[src/hw/dps_defs.svh]
`ifndef DPS_DEFS_SVH
`define DPS_DEFS_SVH
// Command encodings {cs_n, ras_n, cas_n, we_n}; the strobe pins are active low
`define DPS_CMD_DESEL 4'hf
`define DPS_CMD_NOP 4'h7
`define DPS_CMD_MRS 4'h0
`define DPS_CMD_REF 4'h1
`define DPS_CMD_PRE 4'h2
`define DPS_CMD_ACT 4'h3
`define DPS_CMD_WR 4'h4
`define DPS_CMD_RD 4'h5
`define DPS_CMD_ZQC 4'h6
// Postamble count; the strobe driver is held one cycle more than this after a write burst
`define DPS_WR_POST 2'h1
// Bit positions in the packed FIFO word: {mask[1:0], data[15:0]}
`define DPS_MASK_LSB 16
`define DPS_FIFO_W 18
`endif

[src/hw/dps_pkg.sv]
`include "dps_defs.svh"
package dps_pkg;
    // Operations the user side may request
    typedef enum logic [3:0] {
        DPS_OP_NOP = 4'h0,
        DPS_OP_MRS = 4'h1,
        DPS_OP_REF = 4'h2,
        DPS_OP_PRE = 4'h3,
        DPS_OP_ACT = 4'h4,
        DPS_OP_WR = 4'h5,
        DPS_OP_RD = 4'h6,
        DPS_OP_ZQC = 4'h7
    } dps_op_t;
    // Direction state of the data and strobe drivers, one-hot
    typedef enum logic [2:0] {
        DPS_ST_IDLE = 3'b001,
        DPS_ST_WRITE = 3'b010,
        DPS_ST_POST = 3'b100
    } dps_state_t;
endpackage : dps_pkg

[src/hw/dps_fifo_if.sv]
// Carries the write beats between the FIFO and the pin sequencer
interface dps_fifo_if #(parameter int WIDTH = 18);
    logic in_valid;
    logic in_ready;
    logic [WIDTH-1:0] in_data;
    logic out_valid;
    logic out_ready;
    logic [WIDTH-1:0] out_data;
    modport fifo (input in_valid, in_data, out_ready, output in_ready, out_valid, out_data);
    modport user (output in_valid, in_data, out_ready, input in_ready, out_valid, out_data);
endinterface : dps_fifo_if

[src/hw/dps_fifo.sv]
// Registered-output FIFO of write beats; depth must be a power of two
module dps_fifo #(
    parameter int WIDTH = 18,
    parameter int DEPTH = 8
) (
    input wire logic core_clk_i,
    input wire logic srst_i,
    input wire logic ce_i,
    dps_fifo_if.fifo port_if
);
    localparam int AW = $clog2(DEPTH);
    // Pointer wrap and the full test only work on a power-of-two depth
    if (WIDTH < 1 || DEPTH < 2 || (1 << AW) != DEPTH) begin : g_bad_param
        $error("dps_fifo: DEPTH must be a power of two");
    end
    logic [WIDTH-1:0] mem_reg [DEPTH];
    logic [AW:0] wr_ptr_reg;
    logic [AW:0] rd_ptr_reg;
    logic [WIDTH-1:0] out_reg;
    logic out_valid_reg;
    logic empty;
    logic full;
    logic do_wr;
    logic do_load;
    assign empty = (wr_ptr_reg == rd_ptr_reg);
    assign full = (wr_ptr_reg[AW-1:0] == rd_ptr_reg[AW-1:0]) && (wr_ptr_reg[AW] != rd_ptr_reg[AW]);
    assign do_wr = port_if.in_valid && !full;
    // Output register refills when empty or being drained
    assign do_load = !empty && (!out_valid_reg || port_if.out_ready);
    assign port_if.in_ready = !full;
    assign port_if.out_valid = out_valid_reg;
    assign port_if.out_data = out_reg;
    // Storage array, no reset so it maps to plain RAM
    always_ff @(posedge core_clk_i) begin
        if (ce_i && do_wr) begin
            mem_reg[wr_ptr_reg[AW-1:0]] <= port_if.in_data;
        end
    end
    // Write pointer
    always_ff @(posedge core_clk_i) begin
        if (srst_i) begin
            wr_ptr_reg <= '0;
        end else if (ce_i && do_wr) begin
            wr_ptr_reg <= wr_ptr_reg + 1'b1;
        end
    end
    // Read pointer and registered read data
    always_ff @(posedge core_clk_i) begin
        if (srst_i) begin
            rd_ptr_reg <= '0;
            out_reg <= '0;
            out_valid_reg <= 1'b0;
        end else if (ce_i) begin
            if (do_load) begin
                out_reg <= mem_reg[rd_ptr_reg[AW-1:0]];
                rd_ptr_reg <= rd_ptr_reg + 1'b1;
                out_valid_reg <= 1'b1;
            end else if (port_if.out_ready) begin
                out_valid_reg <= 1'b0;
            end
        end
    end
endmodule : dps_fifo

[src/hw/dps_pins.sv]
`include "dps_defs.svh"
module dps_pins
    import dps_pkg::*;
#(
    parameter int DEPTH = 8,
    parameter int ADDR_W = 14,
    parameter int BANK_W = 3
) (
    input wire logic core_clk_i,
    input wire logic srst_i,
    input wire logic ce_i,
    // Command request
    input wire logic cmd_valid_i,
    input wire dps_op_t cmd_op_i,
    input wire logic [BANK_W-1:0] cmd_bank_i,
    input wire logic [ADDR_W-1:0] cmd_addr_i,
    output logic cmd_ready_o,
    // Write beat stream
    input wire logic wr_valid_i,
    input wire logic [15:0] wr_data_i,
    input wire logic [1:0] wr_mask_i,
    output logic wr_ready_o,
    // Read beat stream
    output logic rd_valid_o,
    output logic [15:0] rd_data_o,
    // Level controls
    input wire logic diff_strobe_i,
    input wire logic odt_req_i,
    input wire logic cke_req_i,
    // Memory pins
    output logic mem_chip_select_n_o,
    output logic row_command_strobe_n_o,
    output logic column_command_strobe_n_o,
    output logic write_command_strobe_n_o,
    output logic [BANK_W-1:0] bank_select_o,
    output logic [ADDR_W-1:0] mem_addr_o,
    output logic mem_clock_enable_o,
    output logic termination_control_o,
    output logic lower_byte_write_mask_o,
    output logic upper_byte_write_mask_o,
    input wire logic [15:0] mem_data_lines_i,
    output logic [15:0] mem_data_lines_o,
    output logic mem_data_lines_oe_o,
    input wire logic lower_byte_strobe_i,
    output logic lower_byte_strobe_o,
    output logic lower_byte_strobe_oe_o,
    output logic lower_byte_strobe_c_o,
    output logic lower_byte_strobe_c_oe_o,
    input wire logic upper_byte_strobe_i,
    output logic upper_byte_strobe_o,
    output logic upper_byte_strobe_oe_o,
    output logic upper_byte_strobe_c_o,
    output logic upper_byte_strobe_c_oe_o
);
    // Refuse empty address or bank buses at elaboration
    if (ADDR_W < 1 || BANK_W < 1) begin : g_bad_width
        $error("dps_pins: address widths must be positive");
    end
    dps_fifo_if #(.WIDTH(`DPS_FIFO_W)) wq_if ();
    dps_state_t state_reg;
    dps_state_t state_next;
    logic [3:0] cmd_code;        // {cs_n, ras_n, cas_n, we_n}
    logic [1:0] post_cnt_reg;    // Postamble countdown
    logic strobe_phase_reg;      // Toggles once per driven beat
    logic diff_reg;              // Strobe mode, sampled each cycle
    logic rd_strobe_d_reg;       // Previous lower read strobe for edge capture
    logic beat_take;
    // Write beats queue so bursts can be fed ahead of the command
    dps_fifo #(.WIDTH(`DPS_FIFO_W), .DEPTH(DEPTH)) u_fifo (
        .core_clk_i(core_clk_i),
        .srst_i(srst_i),
        .ce_i(ce_i),
        .port_if(wq_if)
    );
    assign wq_if.in_valid = wr_valid_i;
    assign wq_if.in_data = {wr_mask_i, wr_data_i};
    assign wq_if.out_ready = (state_reg == DPS_ST_WRITE);
    assign beat_take = wq_if.out_valid && wq_if.out_ready;
    // Back-pressure mirrored onto a flop to keep outputs registered
    always_ff @(posedge core_clk_i) begin
        if (srst_i) begin
            wr_ready_o <= 1'b0;
        end else if (ce_i) begin
            wr_ready_o <= wq_if.in_ready;
        end
    end
    // Map the requested operation onto the pin code
    always_comb begin
        unique case (cmd_op_i)
            DPS_OP_MRS: cmd_code = `DPS_CMD_MRS;
            DPS_OP_REF: cmd_code = `DPS_CMD_REF;
            DPS_OP_PRE: cmd_code = `DPS_CMD_PRE;
            DPS_OP_ACT: cmd_code = `DPS_CMD_ACT;
            DPS_OP_WR: cmd_code = `DPS_CMD_WR;
            DPS_OP_RD: cmd_code = `DPS_CMD_RD;
            DPS_OP_ZQC: cmd_code = `DPS_CMD_ZQC;
            default: cmd_code = `DPS_CMD_NOP;
        endcase
    end
    // Commands only taken while no write burst owns the bus
    always_ff @(posedge core_clk_i) begin
        if (srst_i) begin
            cmd_ready_o <= 1'b0;
        end else if (ce_i) begin
            cmd_ready_o <= (state_next == DPS_ST_IDLE);
        end
    end
    // Command pins; chip select low exactly in a command cycle
    always_ff @(posedge core_clk_i) begin
        if (srst_i) begin
            {mem_chip_select_n_o, row_command_strobe_n_o, column_command_strobe_n_o,
                write_command_strobe_n_o} <= `DPS_CMD_DESEL;
            bank_select_o <= '0;
            mem_addr_o <= '0;
        end else if (ce_i) begin
            if (cmd_valid_i && cmd_ready_o) begin
                {mem_chip_select_n_o, row_command_strobe_n_o, column_command_strobe_n_o,
                    write_command_strobe_n_o} <= cmd_code;
                bank_select_o <= cmd_bank_i;
                mem_addr_o <= cmd_addr_i;
            end else begin
                // Deselect keeps the memory ignoring the other pins
                {mem_chip_select_n_o, row_command_strobe_n_o, column_command_strobe_n_o,
                    write_command_strobe_n_o} <= `DPS_CMD_DESEL;
            end
        end
    end
    // Clock enable and termination follow their own requests only
    always_ff @(posedge core_clk_i) begin
        if (srst_i) begin
            mem_clock_enable_o <= 1'b0;
            termination_control_o <= 1'b0;
        end else if (ce_i) begin
            mem_clock_enable_o <= cke_req_i;
            termination_control_o <= odt_req_i;
        end
    end
    // Driver direction: write burst drives, idle releases for reads
    always_comb begin
        state_next = state_reg;
        unique case (state_reg)
            DPS_ST_IDLE: if (cmd_valid_i && cmd_ready_o && cmd_op_i == DPS_OP_WR) begin
                state_next = DPS_ST_WRITE;
            end
            DPS_ST_WRITE: if (!wq_if.out_valid) begin
                state_next = DPS_ST_POST;
            end
            DPS_ST_POST: if (post_cnt_reg == 2'h0) begin
                state_next = DPS_ST_IDLE;
            end
            default: state_next = DPS_ST_IDLE;
        endcase
    end
    always_ff @(posedge core_clk_i) begin
        if (srst_i) begin
            state_reg <= DPS_ST_IDLE;
        end else if (ce_i) begin
            state_reg <= state_next;
        end
    end
    // Postamble counter holds the strobe a little after the last beat
    always_ff @(posedge core_clk_i) begin
        if (srst_i) begin
            post_cnt_reg <= '0;
        end else if (ce_i) begin
            if (state_reg == DPS_ST_WRITE) begin
                post_cnt_reg <= `DPS_WR_POST;
            end else if (post_cnt_reg != 2'h0) begin
                post_cnt_reg <= post_cnt_reg - 2'h1;
            end
        end
    end
    // Data, masks and strobes; one beat per cycle, mask stable per beat
    always_ff @(posedge core_clk_i) begin
        if (srst_i) begin
            mem_data_lines_o <= '0;
            mem_data_lines_oe_o <= 1'b0;
            lower_byte_write_mask_o <= 1'b1;
            upper_byte_write_mask_o <= 1'b1;
            strobe_phase_reg <= 1'b0;
        end else if (ce_i) begin
            mem_data_lines_oe_o <= (state_next != DPS_ST_IDLE);
            if (beat_take) begin
                mem_data_lines_o <= wq_if.out_data[15:0];
                // Mask bit set means the byte is not written
                lower_byte_write_mask_o <= wq_if.out_data[`DPS_MASK_LSB];
                upper_byte_write_mask_o <= wq_if.out_data[`DPS_MASK_LSB+1];
                strobe_phase_reg <= ~strobe_phase_reg;
            end else begin
                // No beat: mask both lanes so nothing stray is written
                lower_byte_write_mask_o <= 1'b1;
                upper_byte_write_mask_o <= 1'b1;
                strobe_phase_reg <= 1'b0;
            end
        end
    end
    // Strobe pins; the complements only toggle in differential mode
    always_ff @(posedge core_clk_i) begin
        if (srst_i) begin
            diff_reg <= 1'b0;
            lower_byte_strobe_o <= 1'b0;
            upper_byte_strobe_o <= 1'b0;
            lower_byte_strobe_oe_o <= 1'b0;
            upper_byte_strobe_oe_o <= 1'b0;
            lower_byte_strobe_c_o <= 1'b0;
            upper_byte_strobe_c_o <= 1'b0;
            lower_byte_strobe_c_oe_o <= 1'b0;
            upper_byte_strobe_c_oe_o <= 1'b0;
        end else if (ce_i) begin
            diff_reg <= diff_strobe_i;
            lower_byte_strobe_oe_o <= (state_next != DPS_ST_IDLE);
            upper_byte_strobe_oe_o <= (state_next != DPS_ST_IDLE);
            lower_byte_strobe_o <= beat_take && !strobe_phase_reg;
            upper_byte_strobe_o <= beat_take && !strobe_phase_reg;
            // Complements are left undriven when single-ended
            lower_byte_strobe_c_oe_o <= diff_reg && (state_next != DPS_ST_IDLE);
            upper_byte_strobe_c_oe_o <= diff_reg && (state_next != DPS_ST_IDLE);
            lower_byte_strobe_c_o <= diff_reg && !(beat_take && !strobe_phase_reg);
            upper_byte_strobe_c_o <= diff_reg && !(beat_take && !strobe_phase_reg);
        end
    end
    // Read capture on a strobe change while the pins are released
    always_ff @(posedge core_clk_i) begin
        if (srst_i) begin
            rd_strobe_d_reg <= 1'b0;
            rd_valid_o <= 1'b0;
            rd_data_o <= '0;
        end else if (ce_i) begin
            rd_strobe_d_reg <= lower_byte_strobe_i;
            // Upper strobe assumed aligned with the lower one at this rate
            rd_valid_o <= (state_reg == DPS_ST_IDLE) && !lower_byte_strobe_oe_o
                && (lower_byte_strobe_i != rd_strobe_d_reg);
            rd_data_o <= mem_data_lines_i;
        end
    end
endmodule : dps_pins

[config.mk]
export PLATFORM = sky130hd
export DESIGN_NAME = dps_pins
export DESIGN_NICKNAME = d
export VERILOG_FILES = /design/src/hw/dps_pkg.sv /design/src/hw/dps_fifo_if.sv /design/src/hw/dps_fifo.sv /design/src/hw/dps_pins.sv
export VERILOG_INCLUDE_DIRS = /design/src /design/src/hw
export SDC_FILE = /design/constraint.sdc
export NUM_CORES = 1
export LEC_CHECK = 0
export BUFFER_PORTS_ARGS = -buffer_cell sky130_fd_sc_hd__buf_2
export CAP_MARGIN = 20
export CELL_PAD_IN_SITES_DETAIL_PLACEMENT = 0
export CELL_PAD_IN_SITES_GLOBAL_PLACEMENT = 1
export CORE_ASPECT_RATIO = 1.4
export CORE_MARGIN = 2
export CORE_UTILIZATION = 47
export DETAILED_ROUTE_END_ITERATION = 12
export PLACE_DENSITY_LB_ADDON = 0.1
export RECOVER_POWER = 25
export SLEW_MARGIN = 10
export SYNTH_ARGS = -nofsm -noshare
export SYNTH_HDL_FRONTEND = slang
export SYNTH_HIERARCHICAL = 1
export SYNTH_SLANG_ARGS = --single-unit
[constraint.sdc]
create_clock -name core_clk_i -period 3.5 [get_ports core_clk_i]
set_clock_uncertainty 0.2 [all_clocks]
set_input_delay 0.7 -clock core_clk_i [delete_from_list [all_inputs] [get_ports core_clk_i]]
set_output_delay 0.7 -clock core_clk_i [all_outputs]
set_load 0.05 [all_outputs]
==> metrics.yaml, run 1 <==
worst_setup_path:
  cp_slowest_cell: "dfxtp_1"
  crit_chain: "xnor2_1 > a41oi_1 > nand2b_1 > nor3_2 > buf_4"
  path_max_fanout: 18
  worstPathRequired_ns: 3.47
  cp-startpoint: "u_fifo/rd_ptr_reg[2]"
  cpPeakStageDelay_ns: 0.63
  criticalPathCategory: "register to register"
  cp-start-kind: "register"
  end_kind: "register"
  rr_startpoint: "u_fifo/rd_ptr_reg[2]"
  worstPathArrival_ns: 2.50
die:
  ios: 134
  rows: 61
  die_h_um: 170.8
  core_mm2: 0.01969
  die-area_mm2: 0.02104
  floorplan.die.width_um: 123.2
  start_util_pct: 47.45
routing:
  drt_iter0_drc: 335
  drc: 0
  routedWlPerCell_um: 18.24
  vias: 5550
  firstDrtPassIters: 4
  via_per_inst: 5.368
  wirelength_um: 18860
  postRouteAntennaNets: 0
status:
  status: "finished clean"
clocking:
  path_clk_slew_ns: 0.06
  hold_buffers: 0
  cts_max_level: 1
  insertion_delay_ns: 0.51
  post-cts-setup-buffers: 0
  ctsRootBufferMaster: "clkbuf_16"
  cts_buffers: 23
  cts_resized: 0
  cts_buffer_depth: 3
  cts_tree: "yes"
  cts_sinks: 242
yosys:
  synthArstFlopShare_pct: 0
  syn_nets: 706
  post_synth.cell_area_avg_um2: 14.64
  synth_common_cells: "144 x edfxtp_1, 98 x dfxtp_1, 49 x nand2_1, 45 x a21oi_1"
  synth_edf_count: 144
  synthTopCellsByArea: "edfxtp_1 46%, dfxtp_1 21%, mux4_2 8.7%, mux2_2 2.5%, a21oi_1 2.4%"
  synth.most_common_cell: "edfxtp_1"
  synth_area_mm2: 0.009343
  ys_seq_area_share_pct: 67.28
  synth_top_area_share_pct: 46.28
  ys_dominant_reg_cell: "edfxtp_1"
  synth.distinct_cells: 54
  synthCells: 638
  yosys_warnings: 6
  synth_largest_area_cell: "edfxtp_1"
  ys_seq_elements: 242
sta:
  drv_slew: 0
  hold_viol: 0
  timing.slew.headroom_pct: 57.81
  worst_pin_slew_ns: 0.6328
  finalCriticalPeriod_ns: 2.526
  setup_slack_ns: 0.9736
  rsz0062_at_grt: "no"
  fmax_ghz: 0.3958
  finalSetupTns_ns: 0
  fin_crit_sh_pct: 72.18
  final-setup-viol-count: 0
place:
  dp.cells: 995
  hpwlAfterDp_um: 12180
  io_buffers: 132
  routabilityCongestion: 0.7435
  pre_cts_ws_ns: 0.9442
grt:
  grt_pass1_vias: 5556
  grt_pass1_wl_um: 29460
  grt_max_degree: 35
  antenna_found_initial: 0
  track_usage_pct: 18.17
  gr-total-overflow: 0
hold_path:
  min_path_type: "primary input to register"
  min_from: "mem_data_lines_i[0]"
cells_and_area:
  fin_cells: 1034
  antenna_cells: 0
  drive_gt1_share_pct: 29.80
  area_delta_synth_final_pct: 17.03
  fin_util_pct: 55.53
  fin_nets: 836
  largest_reg_flops: 144
pwr:
  ir_drop_v: 0.0004319
  power_density_mw_per_mm2: 544.0
  p_leak_nw: 3.973
run:
  drv_cap: 0
==> routing by layer <==
metal	share of wire, %	global-route usage (%)
met2	52	32.49
met5	0	0
met4	2.2	5.781
met3	5.1	2.467
met1	41	22.57
==> worst max-delay path, delay by kind of cell, from the launching register on <==
family | cells | cell delay, ns
simple gates | 2 | 0.38
compound gates | 1 | 0.44
xor+xnor | 1 | 0.19
buf+inv | 1 | 0.34
flops | 1 | 0.63
==> through the flow <==
| stage | instance area [um^2] | hold WS, ns | power, mW |
|---|---|---|---|
| global route | 10930 | 0.2159 | 6.168 |
| detailed placement | 10230 | 0.2463 | 3.658 |
| finish | 10930 | 0.2241 | 5.948 |
| global placement | 10230 | 0.2391 | 3.642 |
| floorplan | 9343 | 0.2414 | 3.511 |
| CTS | 10950 | 0.2058 | 6.035 |
==> power breakdown <==
part | total, mW | leakage, nW | internal [mW] | switching (mW)
logic | 0.472 | 1.51 | 0.188 | 0.284
clock network | 2.36 | 0.360 | 1.38 | 0.977
registers | 3.11 | 2.10 | 3.08 | 0.0376
total | 5.95 | 3.97 | 4.65 | 1.30
==> worst paths after layout <==
kind | slack, ns | cells past startpoint | endpoint
max | 0.97 | 5 | u_fifo/mem_reg[0][6]
min | 0.22 | 3 | rd_data_o[0]
max reg2reg | 0.97 | 5 | u_fifo/mem_reg[0][6]
min reg2reg | 0.25 | 2 | mem_addr_o[4]
==> layout by cell type (no fill, tap or decap), types with 19 or more instances in the layout <==
cell,n
a21oi_1,45
nor2_1,36
dfxtp_1,97
o21ai_0,26
nand3_1,22
buf_2,117
mux4_2,36
mux2i_1,21
edfxtp_1,144
mux2_2,21
clkbuf_1,19
clkbuf_16,24
nand2_1,49
buf_4,19
==> cells by family (layout without fill, tap and decap cells) <==
group                    Yosys count  count (layout)  share of synthesized area, %
flip-flops                       242             242                         67.28
AND/OR/NAND/NOR                  145             145                         7.487
AO/OA/AOI/OAI                    106             106                         7.433
multiplexers                      78              78                         13.46
buffers and inverters             55             199                         3.094
XOR/XNOR                           9               9                        0.8437
adder cells (fa/ha/maj)            3               3                        0.4018
==> final cells by class <==
class                   count  area [um^2]
multi-input cells         341         2778
repair buffers            152        804.5
inverters                   8        30.03
clock inverters             7        57.56
well taps                 252        315.3
fillers                  1619         8757
flip-flops and latches    242         6287
clock buffers              32        661.9
Power figures use the tool's default switching activity.
==> run 2, diff against run 1 <==
--- a/config.mk
+++ b/config.mk
@@ -6,13 +6,14 @@
 export SDC_FILE = /design/constraint.sdc
 export NUM_CORES = 1
 export LEC_CHECK = 0
+export ABC_AREA = 1
 export BUFFER_PORTS_ARGS = -buffer_cell sky130_fd_sc_hd__buf_2
 export CAP_MARGIN = 20
 export CELL_PAD_IN_SITES_DETAIL_PLACEMENT = 0
 export CELL_PAD_IN_SITES_GLOBAL_PLACEMENT = 1
 export CORE_ASPECT_RATIO = 1.4
 export CORE_MARGIN = 2
-export CORE_UTILIZATION = 47
+export CORE_UTILIZATION = 40
 export DETAILED_ROUTE_END_ITERATION = 12
 export PLACE_DENSITY_LB_ADDON = 0.1
 export RECOVER_POWER = 25
==> constraint.sdc (replaced) <==
create_clock -name core_clk_i -period 2.3 [get_ports core_clk_i]
set_clock_uncertainty 0.2 [all_clocks]
set_input_delay 0.46 -clock core_clk_i [delete_from_list [all_inputs] [get_ports core_clk_i]]
set_output_delay 0.46 -clock core_clk_i [all_outputs]
set_load 0.05 [all_outputs]
==> run 2 against run 1 <==
Against the previous run: die area up 29%; worst setup slack worse by 0.85 ns; fmax up 16%; wire length up 24%; sequential share of layout area down 7.5 points; synthesized cell count up 83%; non-clock buffer count up 57; sequential power up 55%; final area up 15%; via count up 38%; critical path depth up 2; highest routed layer unchanged.
==> metrics.yaml, run 2 <==
yosys:
  ys_seq_area_share_pct: 60.81
  yosys_warnings: 6
  synth_edf_count: 144
  syn_nets: 1233
  synthTopCellsByArea: "edfxtp_1 42%, dfxtp_1 19%, nand2_1 13%, inv_1 6.3%, nand3_1 4.3%"
  ys_seq_elements: 242
  synth_top_area_share_pct: 41.83
  synth.distinct_cells: 31
  synth_area_mm2: 0.01034
  synthCells: 1165
  ys_dominant_reg_cell: "edfxtp_1"
  synth_largest_area_cell: "edfxtp_1"
  synthArstFlopShare_pct: 0
  synth_common_cells: "351 x nand2_1, 173 x inv_1, 144 x edfxtp_1, 103 x nor2_1, 98 x dfxtp_1"
  post_synth.cell_area_avg_um2: 8.873
  synth.most_common_cell: "nand2_1"
grt:
  grt_max_degree: 52
  grt_pass1_wl_um: 37830
  antenna_found_initial: 0
  gr-total-overflow: 0
  track_usage_pct: 17.16
  grt_pass1_vias: 7322
worst_setup_path:
  cp_slowest_cell: "dfxtp_1"
  worstPathRequired_ns: 2.32
  crit_top_cell: "nand2_1"
  cp.buffers_inverters: 2
  criticalPathCategory: "register to register"
  crit_chain: "inv_1 > nand2_1 > nand2_1 > nand3_2 > nand2_1 > nor3_2 > buf_4"
  cp_top_family: "simple AND/OR/NAND/NOR gates"
  cpPeakStageDelay_ns: 0.48
  path_max_fanout: 8
  worstPathArrival_ns: 2.20
  cp-start-kind: "register"
  end_kind: "register"
sta:
  timing.slew.headroom_pct: 60.10
  finalSetupTns_ns: 0
  fmax_ghz: 0.4603
  drv_slew: 0
  fin_crit_sh_pct: 94.46
  final-setup-viol-count: 0
  rsz0062_at_grt: "no"
  worst_pin_slew_ns: 0.5985
  setup_slack_ns: 0.1274
  hold_viol: 0
  finalCriticalPeriod_ns: 2.173
routing:
  wirelength_um: 23360
  via_per_inst: 4.566
  drt_iter0_drc: 239
  firstDrtPassIters: 6
  routedWlPerCell_um: 13.93
  vias: 7658
  drc: 0
  postRouteAntennaNets: 0
clocking:
  cts_buffer_depth: 3
  cts_buffers: 25
  cts_max_level: 1
  post-cts-setup-buffers: 0
  path_clk_slew_ns: 0.06
  cts_tree: "yes"
  insertion_delay_ns: 0.52
  ctsRootBufferMaster: "clkbuf_16"
  cts_sinks: 242
place:
  hpwlAfterDp_um: 14930
  dp.cells: 1589
  io_buffers: 132
  routabilityCongestion: 0.7314
  pre_cts_ws_ns: 0.02698
cells_and_area:
  final_cell_mix: "351 x nand2_1, 172 x inv_1, 144 x edfxtp_1"
  largest_reg_flops: 144
  antenna_cells: 0
  fin_nets: 1407
  mostFrequentLayoutCell: "nand2_1"
  fin_cells: 1677
  area_delta_synth_final_pct: 21.63
  drive_gt1_share_pct: 17.08
die:
  die_h_um: 194.2
  floorplan.die.width_um: 139.9
  core_mm2: 0.02538
  ios: 134
  die-area_mm2: 0.02716
  start_util_pct: 40.73
  rows: 69
pwr:
  p_leak_nw: 5.686
  ir_drop_v: 0.0007632
  power_density_mw_per_mm2: 807.5
status:
  status: "finished clean"
hold_path:
  min_path_type: "primary input to register"
run:
  drv_cap: 0
run 2: final cells by class:
class / instances / area [um^2]
fill: 2467 / 12810
inverter: 179 / 675.6
sequential: 242 / 6287
clock inverter: 12 / 78.83
tap: 319 / 399.1
multi-input combinational: 682 / 3028
clock buffer: 34 / 679.4
timing repair buffer: 209 / 1425
run 2: final timing paths:
check / startpoint / to / slack, ns / cells past startpoint
min reg2reg: post_cnt_reg[0] / post_cnt_reg[0] / 0.26 / 2
min: srst_i / upper_byte_strobe_oe_o / 0.02 / 2
max: u_fifo/wr_ptr_reg[2] / u_fifo/mem_reg[0][9] / 0.13 / 7
max reg2reg: u_fifo/wr_ptr_reg[2] / u_fifo/mem_reg[0][9] / 0.13 / 7
run 2: kinds of logic after synthesis:
| kind of cell | synth area share, % |
|---|---|
| buf+inv | 10.22 |
| compound gates | 5.834 |
| simple gates | 22.52 |
| fa+ha+maj | 0.3631 |
| flops | 60.81 |
| xor+xnor | 0.2542 |
run 2: timing repair:
action                                 CTS  global route
resized for setup                        1             0
hold buffers                            42             0
endpoints found under the hold margin   79             0
setup endpoints to repair                1             0
run 2: through the flow:
stage / hold WS [ns] / instance area, um^2 / utilization, % / total power [mW]
after floorplan: 0.2376 / 10350 / - / 6.027
final: 0.02233 / 12570 / 49.54 / 10.15
after global placement: 0.2445 / 11410 / 44.95 / 6.457
after CTS: 0.002994 / 12590 / 49.61 / 10.32
after detailed placement: 0.2542 / 11410 / 44.95 / 6.469
after global routing: 0.01072 / 12570 / 49.54 / 10.67
run 2: worst register-to-register path, cell delays in order (launching register included):
cell and delay (ns):
dfxtp_1 0.48, inv_1 0.14, nand2_1 0.09, nand2_1 0.07, nand3_2 0.10, nand2_1 0.18, nor3_2 0.37, buf_4 0.24
run 2: per-layer routing:
layer  up-vias  share of wire (%)  GRT usage, %
met2       130                 51         32.01
met3        26                3.6         2.223
met4         0                1.5         3.815
li1       3997                  -             -
met5         -                  0             0
met1      3505                 44         20.96
run 2: where the power goes:
| group | total [mW] | leakage [nW] | switching [mW] | internal, mW |
|---|---|---|---|---|
| Combinational | 1.58 | 3.21 | 1.09 | 0.496 |
| Clock | 3.75 | 0.370 | 1.58 | 2.17 |
| Sequential | 4.82 | 2.10 | 0.0807 | 4.74 |
